**config.mk**
```make
export PLATFORM = sky130hd
export DESIGN_NAME = hardware_return_stack
export DESIGN_NICKNAME = d
export VERILOG_FILES = /design/src/rstack_pkg.sv /design/src/hardware_return_stack.sv /design/src/stack_mem.sv
export SDC_FILE = /design/constraint.sdc
export NUM_CORES = 1
export LEC_CHECK = 0
export CAP_MARGIN = 20
export CORE_MARGIN = 2
export CORE_UTILIZATION = 40
export DETAILED_ROUTE_END_ITERATION = 10
export DONT_BUFFER_PORTS = 1
export HOLD_SLACK_MARGIN = 0.12
export SETUP_SLACK_MARGIN = 0.4
export SYNTH_ARGS = -nofsm -noshare
export SYNTH_HDL_FRONTEND = slang
export SYNTH_HIERARCHICAL = 1
export SYNTH_SLANG_ARGS = --single-unit
```
**constraint.sdc**
```tcl
create_clock -name i_mclk -period 5.5 [get_ports i_mclk]
set_clock_uncertainty 0.15 [all_clocks]
set_input_delay 0.55 -clock i_mclk [delete_from_list [all_inputs] [get_ports i_mclk]]
set_output_delay 0.55 -clock i_mclk [all_outputs]
set_load 0.05 [all_outputs]
```
**src/rstack_pkg.sv**
```systemverilog
// constants shared by the return stack and its storage
// assumes one 10 MHz core clock and an 8-bit register port
package rstack_pkg;
  localparam int          DEPTH      = 16;     // stack entries
  localparam int          PC_W       = 15;     // program counter width
  localparam int          LO_W       = 8;      // low byte of an entry
  localparam int          HI_W       = 7;      // high part of an entry
  localparam int          SP_W       = 5;      // pointer keeps one spare state
  localparam int          IDX_W      = 4;      // entry index width
  localparam int          DATA_W     = 8;      // register port data width
  localparam int          ADDR_W     = 8;      // register port address width
  localparam logic [4:0]  SP_EMPTY   = 5'h1f;  // one below entry zero
  localparam logic [4:0]  SP_FULL    = 5'h0f;  // highest entry in use
  localparam logic [4:0]  SP_ONE     = 5'h01;
  localparam logic [3:0]  IDX_ONE    = 4'h1;
  localparam logic [7:0]  ADR_SP     = 8'h0d;  // stack_pointer
  localparam logic [7:0]  ADR_TOP_LO = 8'h0e;  // stack_top_low
  localparam logic [7:0]  ADR_TOP_HI = 8'h0f;  // stack_top_high
  localparam logic [7:0]  ADR_STATUS = 8'h10;  // power_control_status
  localparam int          OVF_BIT    = 7;      // stack_overflow_flag
  localparam int          UNF_BIT    = 6;      // stack_underflow_flag
  localparam logic [7:0]  BYTE_ZERO  = 8'h00;
  localparam logic [14:0] PC_ZERO    = 15'h0000;
endpackage

```
**src/hardware_return_stack.sv**
```systemverilog
// hardware return-address stack for the 8-bit core
// assumes the sequencer never pushes and pops in the same cycle
//
// Function
// sixteen entries of fifteen bits, separate storage
// call, call via w, interrupt push pc
// plain, literal, interrupt returns pop pc
// pc high latch untouched by push/pop
// fault reset off: pushes wrap around circularly
// overflow/underflow flags set regardless of mode
// pointer selects entry seen through top registers
// five-bit pointer detects overflow and underflow
// push increments then writes; pop reads then decrements
// reset leaves stack empty, pointer 0x1f
// empty with fault reset on: top reads zero
// empty with fault reset off: reads entry 15
// fault reset on: overflow/underflow resets, sets flag
// software takes care moving pointer with interrupts
// flags survive stack reset until software clears
//
// The register addresses and strobed register access were left to the implementer.
`timescale 1ns/1ns
module hardware_return_stack #(
  parameter int DEPTH = rstack_pkg::DEPTH
) (
  input  wire logic                          i_mclk,
  input  wire logic                          i_rst,
  input  wire logic                          i_stack_fault_reset_enable,
  input  wire logic                          i_call,
  input  wire logic                          i_call_via_w,
  input  wire logic                          i_int_vector,
  input  wire logic [rstack_pkg::PC_W-1:0]   i_pc,
  input  wire logic                          i_return,
  input  wire logic                          i_return_with_literal,
  input  wire logic                          i_return_from_interrupt,
  input  wire logic [rstack_pkg::ADDR_W-1:0] i_addr,
  input  wire logic [rstack_pkg::DATA_W-1:0] i_wdata,
  input  wire logic                          i_wr,
  input  wire logic                          i_rd,
  output logic      [rstack_pkg::DATA_W-1:0] o_rdata,
  output logic      [rstack_pkg::PC_W-1:0]   o_ret_pc,
  output logic                               o_ret_valid,
  output logic                               o_stack_fault_reset
);
  localparam int PC_W  = rstack_pkg::PC_W;
  localparam int LO_W  = rstack_pkg::LO_W;
  localparam int SP_W  = rstack_pkg::SP_W;
  localparam int IDX_W = rstack_pkg::IDX_W;
  localparam int DW    = rstack_pkg::DATA_W;

  logic [SP_W-1:0]  stack_pointer_r;
  logic [SP_W-1:0]  stack_pointer_nxt;
  logic             ovf_r;
  logic             ovf_nxt;
  logic             unf_r;
  logic             unf_nxt;
  logic [PC_W-1:0]  ret_pc_r;
  logic [PC_W-1:0]  ret_pc_nxt;
  logic             ret_valid_r;
  logic             ret_valid_nxt;
  logic             fault_rst_r;
  logic             fault_rst_nxt;
  logic [DW-1:0]    rdata_r;
  logic [DW-1:0]    rdata_nxt;

  logic             push;
  logic             pop;
  logic             is_empty;
  logic             is_full;
  logic [PC_W-1:0]  mem_rd;
  logic [PC_W-1:0]  top_val;
  logic             mem_wr_lo;
  logic             mem_wr_hi;
  logic [IDX_W-1:0] mem_wr_idx;
  logic [PC_W-1:0]  mem_wr_data;
  logic             wr_sp;
  logic             wr_lo;
  logic             wr_hi;
  logic             wr_flags;

  // request decode; a push shadows a simultaneous pop
  assign push     = i_call | i_call_via_w | i_int_vector;
  assign pop      = (i_return | i_return_with_literal
                    | i_return_from_interrupt) & ~push;
  assign is_empty = (stack_pointer_r == rstack_pkg::SP_EMPTY);
  assign is_full  = (stack_pointer_r == rstack_pkg::SP_FULL);
  assign wr_sp    = i_wr & (i_addr == rstack_pkg::ADR_SP);
  assign wr_lo    = i_wr & (i_addr == rstack_pkg::ADR_TOP_LO);
  assign wr_hi    = i_wr & (i_addr == rstack_pkg::ADR_TOP_HI);
  assign wr_flags = i_wr & (i_addr == rstack_pkg::ADR_STATUS);

  // top of stack as software and returns see it
  always_comb begin
    top_val = mem_rd;
    if (is_empty && i_stack_fault_reset_enable) begin
      top_val = rstack_pkg::PC_ZERO;
    end
  end

  // storage write port: a push owns it, otherwise software byte writes
  always_comb begin
    mem_wr_lo   = 1'b0;
    mem_wr_hi   = 1'b0;
    mem_wr_idx  = stack_pointer_r[IDX_W-1:0];
    mem_wr_data = {i_wdata[PC_W-LO_W-1:0], i_wdata};
    if (push) begin
      // entry written is the one the pointer moves to
      mem_wr_idx  = stack_pointer_r[IDX_W-1:0] + rstack_pkg::IDX_ONE;
      mem_wr_data = i_pc;
      mem_wr_lo   = ~(is_full && i_stack_fault_reset_enable);
      mem_wr_hi   = ~(is_full && i_stack_fault_reset_enable);
    end else begin
      mem_wr_lo = wr_lo;
      mem_wr_hi = wr_hi;
    end
  end

  stack_mem #(
    .DEPTH (DEPTH),
    .WIDTH (PC_W),
    .LO_W  (LO_W),
    .IDX_W (IDX_W)
  ) u_mem (
    .i_mclk    (i_mclk),
    .i_wr_lo   (mem_wr_lo),
    .i_wr_hi   (mem_wr_hi),
    .i_wr_idx  (mem_wr_idx),
    .i_wr_data (mem_wr_data),
    .i_rd_idx  (stack_pointer_r[IDX_W-1:0]),
    .o_rd_data (mem_rd)
  );

  // pointer, flags and return path; nothing here reaches pc high latch
  always_comb begin
    stack_pointer_nxt = stack_pointer_r;
    ovf_nxt           = ovf_r;
    unf_nxt           = unf_r;
    ret_pc_nxt        = ret_pc_r;
    ret_valid_nxt     = 1'b0;
    fault_rst_nxt     = 1'b0;
    // software clear first so a same-cycle event wins
    if (wr_flags) begin
      ovf_nxt = ovf_r & i_wdata[rstack_pkg::OVF_BIT];
      unf_nxt = unf_r & i_wdata[rstack_pkg::UNF_BIT];
    end
    // a careless pointer write may be overtaken by an interrupt push
    if (wr_sp) begin
      stack_pointer_nxt = i_wdata[SP_W-1:0];
    end
    if (push) begin
      if (is_full) begin
        ovf_nxt = 1'b1;
        if (i_stack_fault_reset_enable) begin
          stack_pointer_nxt = rstack_pkg::SP_EMPTY;
          fault_rst_nxt     = 1'b1;
        end else begin
          // low index rolls over so entry zero is replaced
          stack_pointer_nxt = {1'b0, stack_pointer_r[IDX_W-1:0] + rstack_pkg::IDX_ONE};
        end
      end else begin
        stack_pointer_nxt = stack_pointer_r + rstack_pkg::SP_ONE;
      end
    end else if (pop) begin
      if (is_empty) begin
        unf_nxt = 1'b1;
        if (i_stack_fault_reset_enable) begin
          stack_pointer_nxt = rstack_pkg::SP_EMPTY;
          fault_rst_nxt     = 1'b1;
        end else begin
          // empty pop hands back entry 15 and wraps below it
          ret_pc_nxt        = top_val;
          ret_valid_nxt     = 1'b1;
          stack_pointer_nxt = {1'b0, stack_pointer_r[IDX_W-1:0] - rstack_pkg::IDX_ONE};
        end
      end else begin
        ret_pc_nxt        = top_val;
        ret_valid_nxt     = 1'b1;
        stack_pointer_nxt = stack_pointer_r - rstack_pkg::SP_ONE;
      end
    end
  end

  // register port read: data stands only in the cycle after the strobe
  always_comb begin
    rdata_nxt = rstack_pkg::BYTE_ZERO;
    if (i_rd) begin
      case (i_addr)
        rstack_pkg::ADR_SP: begin
          rdata_nxt[SP_W-1:0] = stack_pointer_r;
        end
        rstack_pkg::ADR_TOP_LO: begin
          rdata_nxt = top_val[LO_W-1:0];
        end
        rstack_pkg::ADR_TOP_HI: begin
          rdata_nxt[PC_W-LO_W-1:0] = top_val[PC_W-1:LO_W];
        end
        rstack_pkg::ADR_STATUS: begin
          rdata_nxt[rstack_pkg::OVF_BIT] = ovf_r;
          rdata_nxt[rstack_pkg::UNF_BIT] = unf_r;
        end
        default: begin
          rdata_nxt = rstack_pkg::BYTE_ZERO; // unmapped reads zero
        end
      endcase
    end
  end

  // the fault reset clears the pointer only, so flags keep the cause
  always_ff @(posedge i_mclk or posedge i_rst) begin
    if (i_rst) begin
      stack_pointer_r <= rstack_pkg::SP_EMPTY;
      ovf_r           <= 1'b0;
      unf_r           <= 1'b0;
      ret_pc_r        <= rstack_pkg::PC_ZERO;
      ret_valid_r     <= 1'b0;
      fault_rst_r     <= 1'b0;
      rdata_r         <= rstack_pkg::BYTE_ZERO;
    end else begin
      stack_pointer_r <= stack_pointer_nxt;
      ovf_r           <= ovf_nxt;
      unf_r           <= unf_nxt;
      ret_pc_r        <= ret_pc_nxt;
      ret_valid_r     <= ret_valid_nxt;
      fault_rst_r     <= fault_rst_nxt;
      rdata_r         <= rdata_nxt;
    end
  end

  assign o_rdata             = rdata_r;
  assign o_ret_pc            = ret_pc_r;
  assign o_ret_valid         = ret_valid_r;
  assign o_stack_fault_reset = fault_rst_r;
endmodule

```
**src/stack_mem.sv**
```systemverilog
// return stack storage: one write port with byte lanes, one read port
// assumes the caller never writes two different entries in one cycle
`timescale 1ns/1ns
module stack_mem #(
  parameter int DEPTH = rstack_pkg::DEPTH,
  parameter int WIDTH = rstack_pkg::PC_W,
  parameter int LO_W  = rstack_pkg::LO_W,
  parameter int IDX_W = rstack_pkg::IDX_W
) (
  input  wire logic             i_mclk,
  input  wire logic             i_wr_lo,
  input  wire logic             i_wr_hi,
  input  wire logic [IDX_W-1:0] i_wr_idx,
  input  wire logic [WIDTH-1:0] i_wr_data,
  input  wire logic [IDX_W-1:0] i_rd_idx,
  output logic      [WIDTH-1:0] o_rd_data
);
  // entries hold no reset: contents after reset are undefined
  logic [WIDTH-1:0] mem_r [DEPTH];

  // byte-lane write, kept apart from code and data storage
  always_ff @(posedge i_mclk) begin
    if (i_wr_lo) begin
      mem_r[i_wr_idx][LO_W-1:0] <= i_wr_data[LO_W-1:0];
    end
    if (i_wr_hi) begin
      mem_r[i_wr_idx][WIDTH-1:LO_W] <= i_wr_data[WIDTH-1:LO_W];
    end
  end

  // read is combinational so a return sees the entry without delay
  assign o_rd_data = mem_r[i_rd_idx];
endmodule

```
# ---- Word-level counts from Yosys, hierarchy flattened
# Memory sizes are Yosys's and may differ from the RTL's.
# Index checks and enable logic that the tools add are counted.
dict set report totals {
  ff_bits 32
  ram_bits 240
  word_cells 75
  mem_count 1
}
dict set report classes {
  addsub 4
  eq_ne 7
  muxes 39
  n_bitwise 13
  n_reduce_logical 4
}
# name depth word_bits rd rd_ports_with_merged_regs write_ports line
set mem_list {}
lappend mem_list {u_mem.mem_r 16 15 1 0 1 stack_mem.sv:19} ;# logic [WIDTH-1:0] mem_r [DEPTH];
# operator count
set op_table {}
lappend op_table {{$mux 15} 4}
lappend op_table {{$mux 5} 7}
lappend op_table {{$eq 8x4->1 const B} 3}
lappend op_table {{$mux 1} 22}
lappend op_table {{$pmux 5 s3} 1}
lappend op_table {{$eq 8x5->1 const B} 1}
lappend op_table {{$mux 8} 1}
lappend op_table {{$and 1x1->1} 7}
lappend op_table {{$add 5x1->5 const B} 1}
lappend op_table {{$eq 5x4->1 const B} 1}
lappend op_table {{$eq 5x5->1 const B} 1}
lappend op_table {{$sub 5x1->5 const B} 1}
lappend op_table {{$add 4x1->4 const B} 1}
lappend op_table {{$mux 4} 1}
lappend op_table {{$or 1x1->1} 4}
lappend op_table {{$pmux 1 s2} 2}
lappend op_table {{$sub 4x1->4 const B} 1}
lappend op_table {{$pmux 1 s3} 1}
lappend op_table {{$reduce_and 3->1} 1}
lappend op_table {{$reduce_bool 3->1} 1}
lappend op_table {{$logic_and 1x1->1} 2}
lappend op_table {{$ne 2x2->1 const B} 1}
lappend op_table {{$not 1->1} 2}

# ---- Depth between registers and ports, before layout
dict set report logic_depth {
  ltp_word 6
  ltp_mapped 8
  ltp_nobuf 7
}

# ---- Hierarchy
# The synthesis kept the hierarchy.
# mod instances cells_each area_each_um2 seq_area_each_um2
set by_module_without_submodules {}
lappend by_module_without_submodules {stack_mem 1 418 9238.9 7206.9}
lappend by_module_without_submodules {hardware_return_stack 1 213 1916.8 807.0}

# ---- Worst setup path after synthesis
# Ideal clock, no wire load.
dict set report synth_timing {
  path_kind {in2reg}
  startpoint {input port i_call_via_w}
  endpoint {memory u_mem/mem_r[12][0] (netlist name), enable pin}
  setup_time_ns 0.370
  arrival_ns 2.323
  required_ns 4.980
  slack_ns 2.657
  path_stages 8
  path_buffers 3
  cell_sequence {or3_1 > buf_4 > clkbuf_1 > nand2_1 > o21ai_0 > or2_2 > clkbuf_1 > nor2_1}
}
dict set report synth_between {
  elab_cells_between_ends 6
}
# element line
set synth_lines {}
lappend synth_lines {{from (decl)} hardware_return_stack.sv:30} ;# input wire logic i_call_via_w,
lappend synth_lines {{$or 1x1->1 (2 in a row)} hardware_return_stack.sv:82} ;# assign push = i_call | i_call_via_w | i_int_vector;
lappend synth_lines {{$mux 4} hardware_return_stack.sv:106} ;# if (push) begin
lappend synth_lines {{via mem_wr_idx[1]} hardware_return_stack.sv:74} ;# logic [IDX_W-1:0] mem_wr_idx;
lappend synth_lines {{to (decl)} stack_mem.sv:19}
# The timed path passes the listed nets, and every way through them passes these cells.

# ---- Final worst setup path
dict set report layout_timing {
  startpoint {register stack_pointer_r[1]}
  endpoint {memory u_mem/mem_r[8][3] (netlist name), enable pin}
}
dict set report layout_between {
  elab_cells_between_ends 8
}
# element line
set layout_lines {}
lappend layout_lines {{from (decl)} hardware_return_stack.sv:51} ;# logic [SP_W-1:0] stack_pointer_r;
lappend layout_lines {{from (signal assigned)} hardware_return_stack.sv:211} ;# stack_pointer_r <= rstack_pkg::SP_EMPTY;
lappend layout_lines {{from (signal assigned)} hardware_return_stack.sv:219} ;# stack_pointer_r <= stack_pointer_nxt;
lappend layout_lines {{$add 4x1->4} hardware_return_stack.sv:108} ;# mem_wr_idx = stack_pointer_r[IDX_W-1:0] + rstack_pkg::IDX_ONE;
lappend layout_lines {{$mux 4} hardware_return_stack.sv:106}
lappend layout_lines {{via mem_wr_idx[3]} hardware_return_stack.sv:74}
# The timed path passes the listed nets, and every way through them passes these cells.

==> metrics.md <==
| Metric | Value |
|---|---|
| CP Class | register to register |
| Post-synth top flop | edfxtp_1 |
| Mean Syn Cell Area | 17.68 µm² |
| Setup-failing EPs final | 0 |
| Commonest non-fill, non-tap cell in the layout | edfxtp_1 |
| Unrepaired setup endpoints after global routing | false |
| Synth area leader | edfxtp_1 |
| Root Driver | clkbuf_16 |
| Worst setup EP type | register |
| Vert. Die Dim | 171 µm |
| Max Clock Freq | 267.9 MHz |
| Worst reg2reg path depth | 7 |
| Layout net count | 682 |
| Synth cell types | 44 |
| Rel. slew slack | 26.47% |
| Largest net degree at the start of global routing | 48 |
| Met1 WL | 11140 µm |
| Syn_nets | 675 |
| Top layer in use | met4 |
| IO Pins | 67 |
| CTS clk-pin slew, worst paths | 70 ps |
| Grt total ovfl | 0 |
| EDFF count, synth | 240 |
| Met3 routed WL | 2109 µm |
| Final min period | 3733 ps |
| Row count | 61 |
| TritonCTS Buffers | 26 |
| Antenna Nets Post-Route | 0 |
| Post-synthesis async set-or-reset flop share | 11.76% |
| Overall die width | 171 µm |
| Sequential fraction of the synthesis area | 71.84% |
| Placer Congestion | 0.9140 |
| Worst-Skew Late Latency | 530 ps |
| Total GRT Usage | 17.83% |
| Layout Cells excl Fill | 1036 |
| Worst Tran Pin Value | 1099 ps |
| Clock sinks | 272 |
| Layout cell share with drive strength beyond 1 | 16.87% |
| Placed Cells incl. Taps | 979 |
| First-pass GRT wire length | 38300 µm |
| Area Overhead vs Synth | 11.04% |
| Detailed-route DRC error count | 0 |
| Yosys warning count | 6 |
| Vias in the first global route | 6053 |
| Max-cap violations | 0 |
| Synth top area cells | edfxtp_1 (65%), mux4_2 (8.9%), dfrtp_1 (6.1%) |
| Starting Density | 40.38% |
| Die area | 0.02924 mm² |
| Total Wirelength | 26060 µm |
| Power per cell area | 572.5 mW/mm² |
| WHS Path Cells | 3 |
| Setup Buffers After CTS | 0 |
| Yosys top cell area share | 64.60% |
| Period utilisation layout | 67.87% |
| Vias after detailed routing | 5941 |
| CP Max Fanout | 47 |
| FF+latch area | 0.008018 mm² |
| Count of state elements after synthesis | 272 |
| Most frequent cells in the layout | edfxtp_1 (240), nand2_1 (76), mux4_2 (44), nor2_1 (40), a22oi_1 (31) |
| Fin. max-slew vios | 0 |
| Leakage power | 4.180 nW |
| Hpwl dp | 17040 µm |
| Setup TNS | 0 ps |
| Total power | 7.091 mW |
| First-pass DRT Iterations | 5 |
| Worst min-delay path class | input pin to register |
| Vias per cell | 5.735 |
| IO buf count | 0 |
| H-tree depth | 1 |
| Routed len/inst | 25.15 µm |
| Final hold viol count | 0 |
| Met2 WL | 12170 µm |
| Post-Syn Area | 0.01116 mm² |
| Core ar. | 0.02763 mm² |
| TritonCTS clock tree | done |
| Initial antenna violation count | 0 |
| Initial drt markers | 780 |
| CP arrival | 3740 ps |
| Data required, critical path | 5510 ps |
| Syn Inst Count | 631 |
| Number of diodes | 0 |
| Critical Path Start Type | register |
| CTS max path bufs | 3 |
| Area of the multi-input gates | 0.002917 mm² |
| Fill cells | 2381 |
| Outcome | finished clean |
| Worst ir drop on vdd | 302.8 µV |
worst paths after layout:
| check | slack, ps | from | to |
|---|---|---|---|
| worst max-delay path | 1770 | stack_pointer_r[1]$_DFFE_PP1P_ | u_mem/mem_r[8][3]$_DFFE_PP_ |
| worst min-delay path | 140 | i_wr | ovf_r$_DFF_PP0_ |
| worst max register to register | 1770 | stack_pointer_r[1]$_DFFE_PP1P_ | u_mem/mem_r[8][3]$_DFFE_PP_ |
| worst min register to register | 420 | ovf_r$_DFF_PP0_ | ovf_r$_DFF_PP0_ |
| max in group asynchronous | 4240 | i_rst | stack_pointer_r[0]$_DFFE_PP1P_ |
| min in group asynchronous | 270 | i_rst | o_ret_pc[12]$_DFFE_PP0P_ |
final cells by class:
class	count	share of cell area (%)
Timing Repair Buffer	13	0.9293
Multi-Input combinational cell	319	23.55
Inverter	6	0.1818
Tap cell	378	3.818
Clock inverter	16	1.192
Clock buffer	32	5.606
Sequential cell	272	64.73
layer usage:
metal  GRT usage [%]  vias up
li1                -     2519
met1           24.36     3054
met2           29.07      316
met3           3.794       52
met4           4.901        0
met5               0        -
cells by family (layout without fill, tap and decap cells):
logic type	after synthesis	count (layout)	synth area share [%]
buf+inv	40	67	2.019
mux	77	77	14.67
xor+xnor	3	3	0.2356
flops	272	272	71.84
fa+ha+maj	2	2	0.2243
compound gates	71	71	4.206
simple gates	166	166	6.808
state kept, by name, indices dropped and copies added (netlist names):
name / count
o_rdata: 8
unf_r: 1
stack_pointer_r: 5
ovf_r: 1
o_ret_pc: 15
o_stack_fault_reset: 1
u_mem/mem_r: 240
o_ret_valid: 1
critical path, stage by stage, from the launching register on:
cell,delay [ps]
dfstp_2,820
buf_4,580
nand3_1,190
nor2_1,200
xor2_1,350
nor2b_1,250
nand2_1,170
nor2_1,580
cells in the mapped netlist, drive strengths merged, types with 10 or more instances:
cell type and number:
a22oi 31, nand2 76, clkbuf 21, dfrtp 27, mux2 17, a21oi 10, buf 13, edfxtp 240
nor2 41, nor2b 10, o21ai 15, mux4 60
stage by stage:
stage	worst slack [ps]	cell area [µm²]	utilization (%)	hold slack, ps
after detailed placement	1859	11460	41.48	274.3
after global placement	1977	11460	41.48	259.0
final	1767	12390	44.83	142.1
after global routing	1470	12390	44.83	151.9
after floorplan	2657	11160	-	319.3
after CTS	1805	12370	44.78	122.1
what timing repair did:
item | CTS | global route
endpoints found under the hold margin | 15 | 0
resized for setup | 0 | 0
hold buffers | 7 | 0
power breakdown:
group          leakage (nW)  switching (mW)  total [mW]  internal (mW)
Clock                 0.407           0.715        1.75           1.03
Combinational          1.19            1.21        2.01          0.805
Sequential             2.58           0.474        3.33           2.86
Total                  4.18            2.40        7.09           4.69
Power figures use the tool's default switching activity.
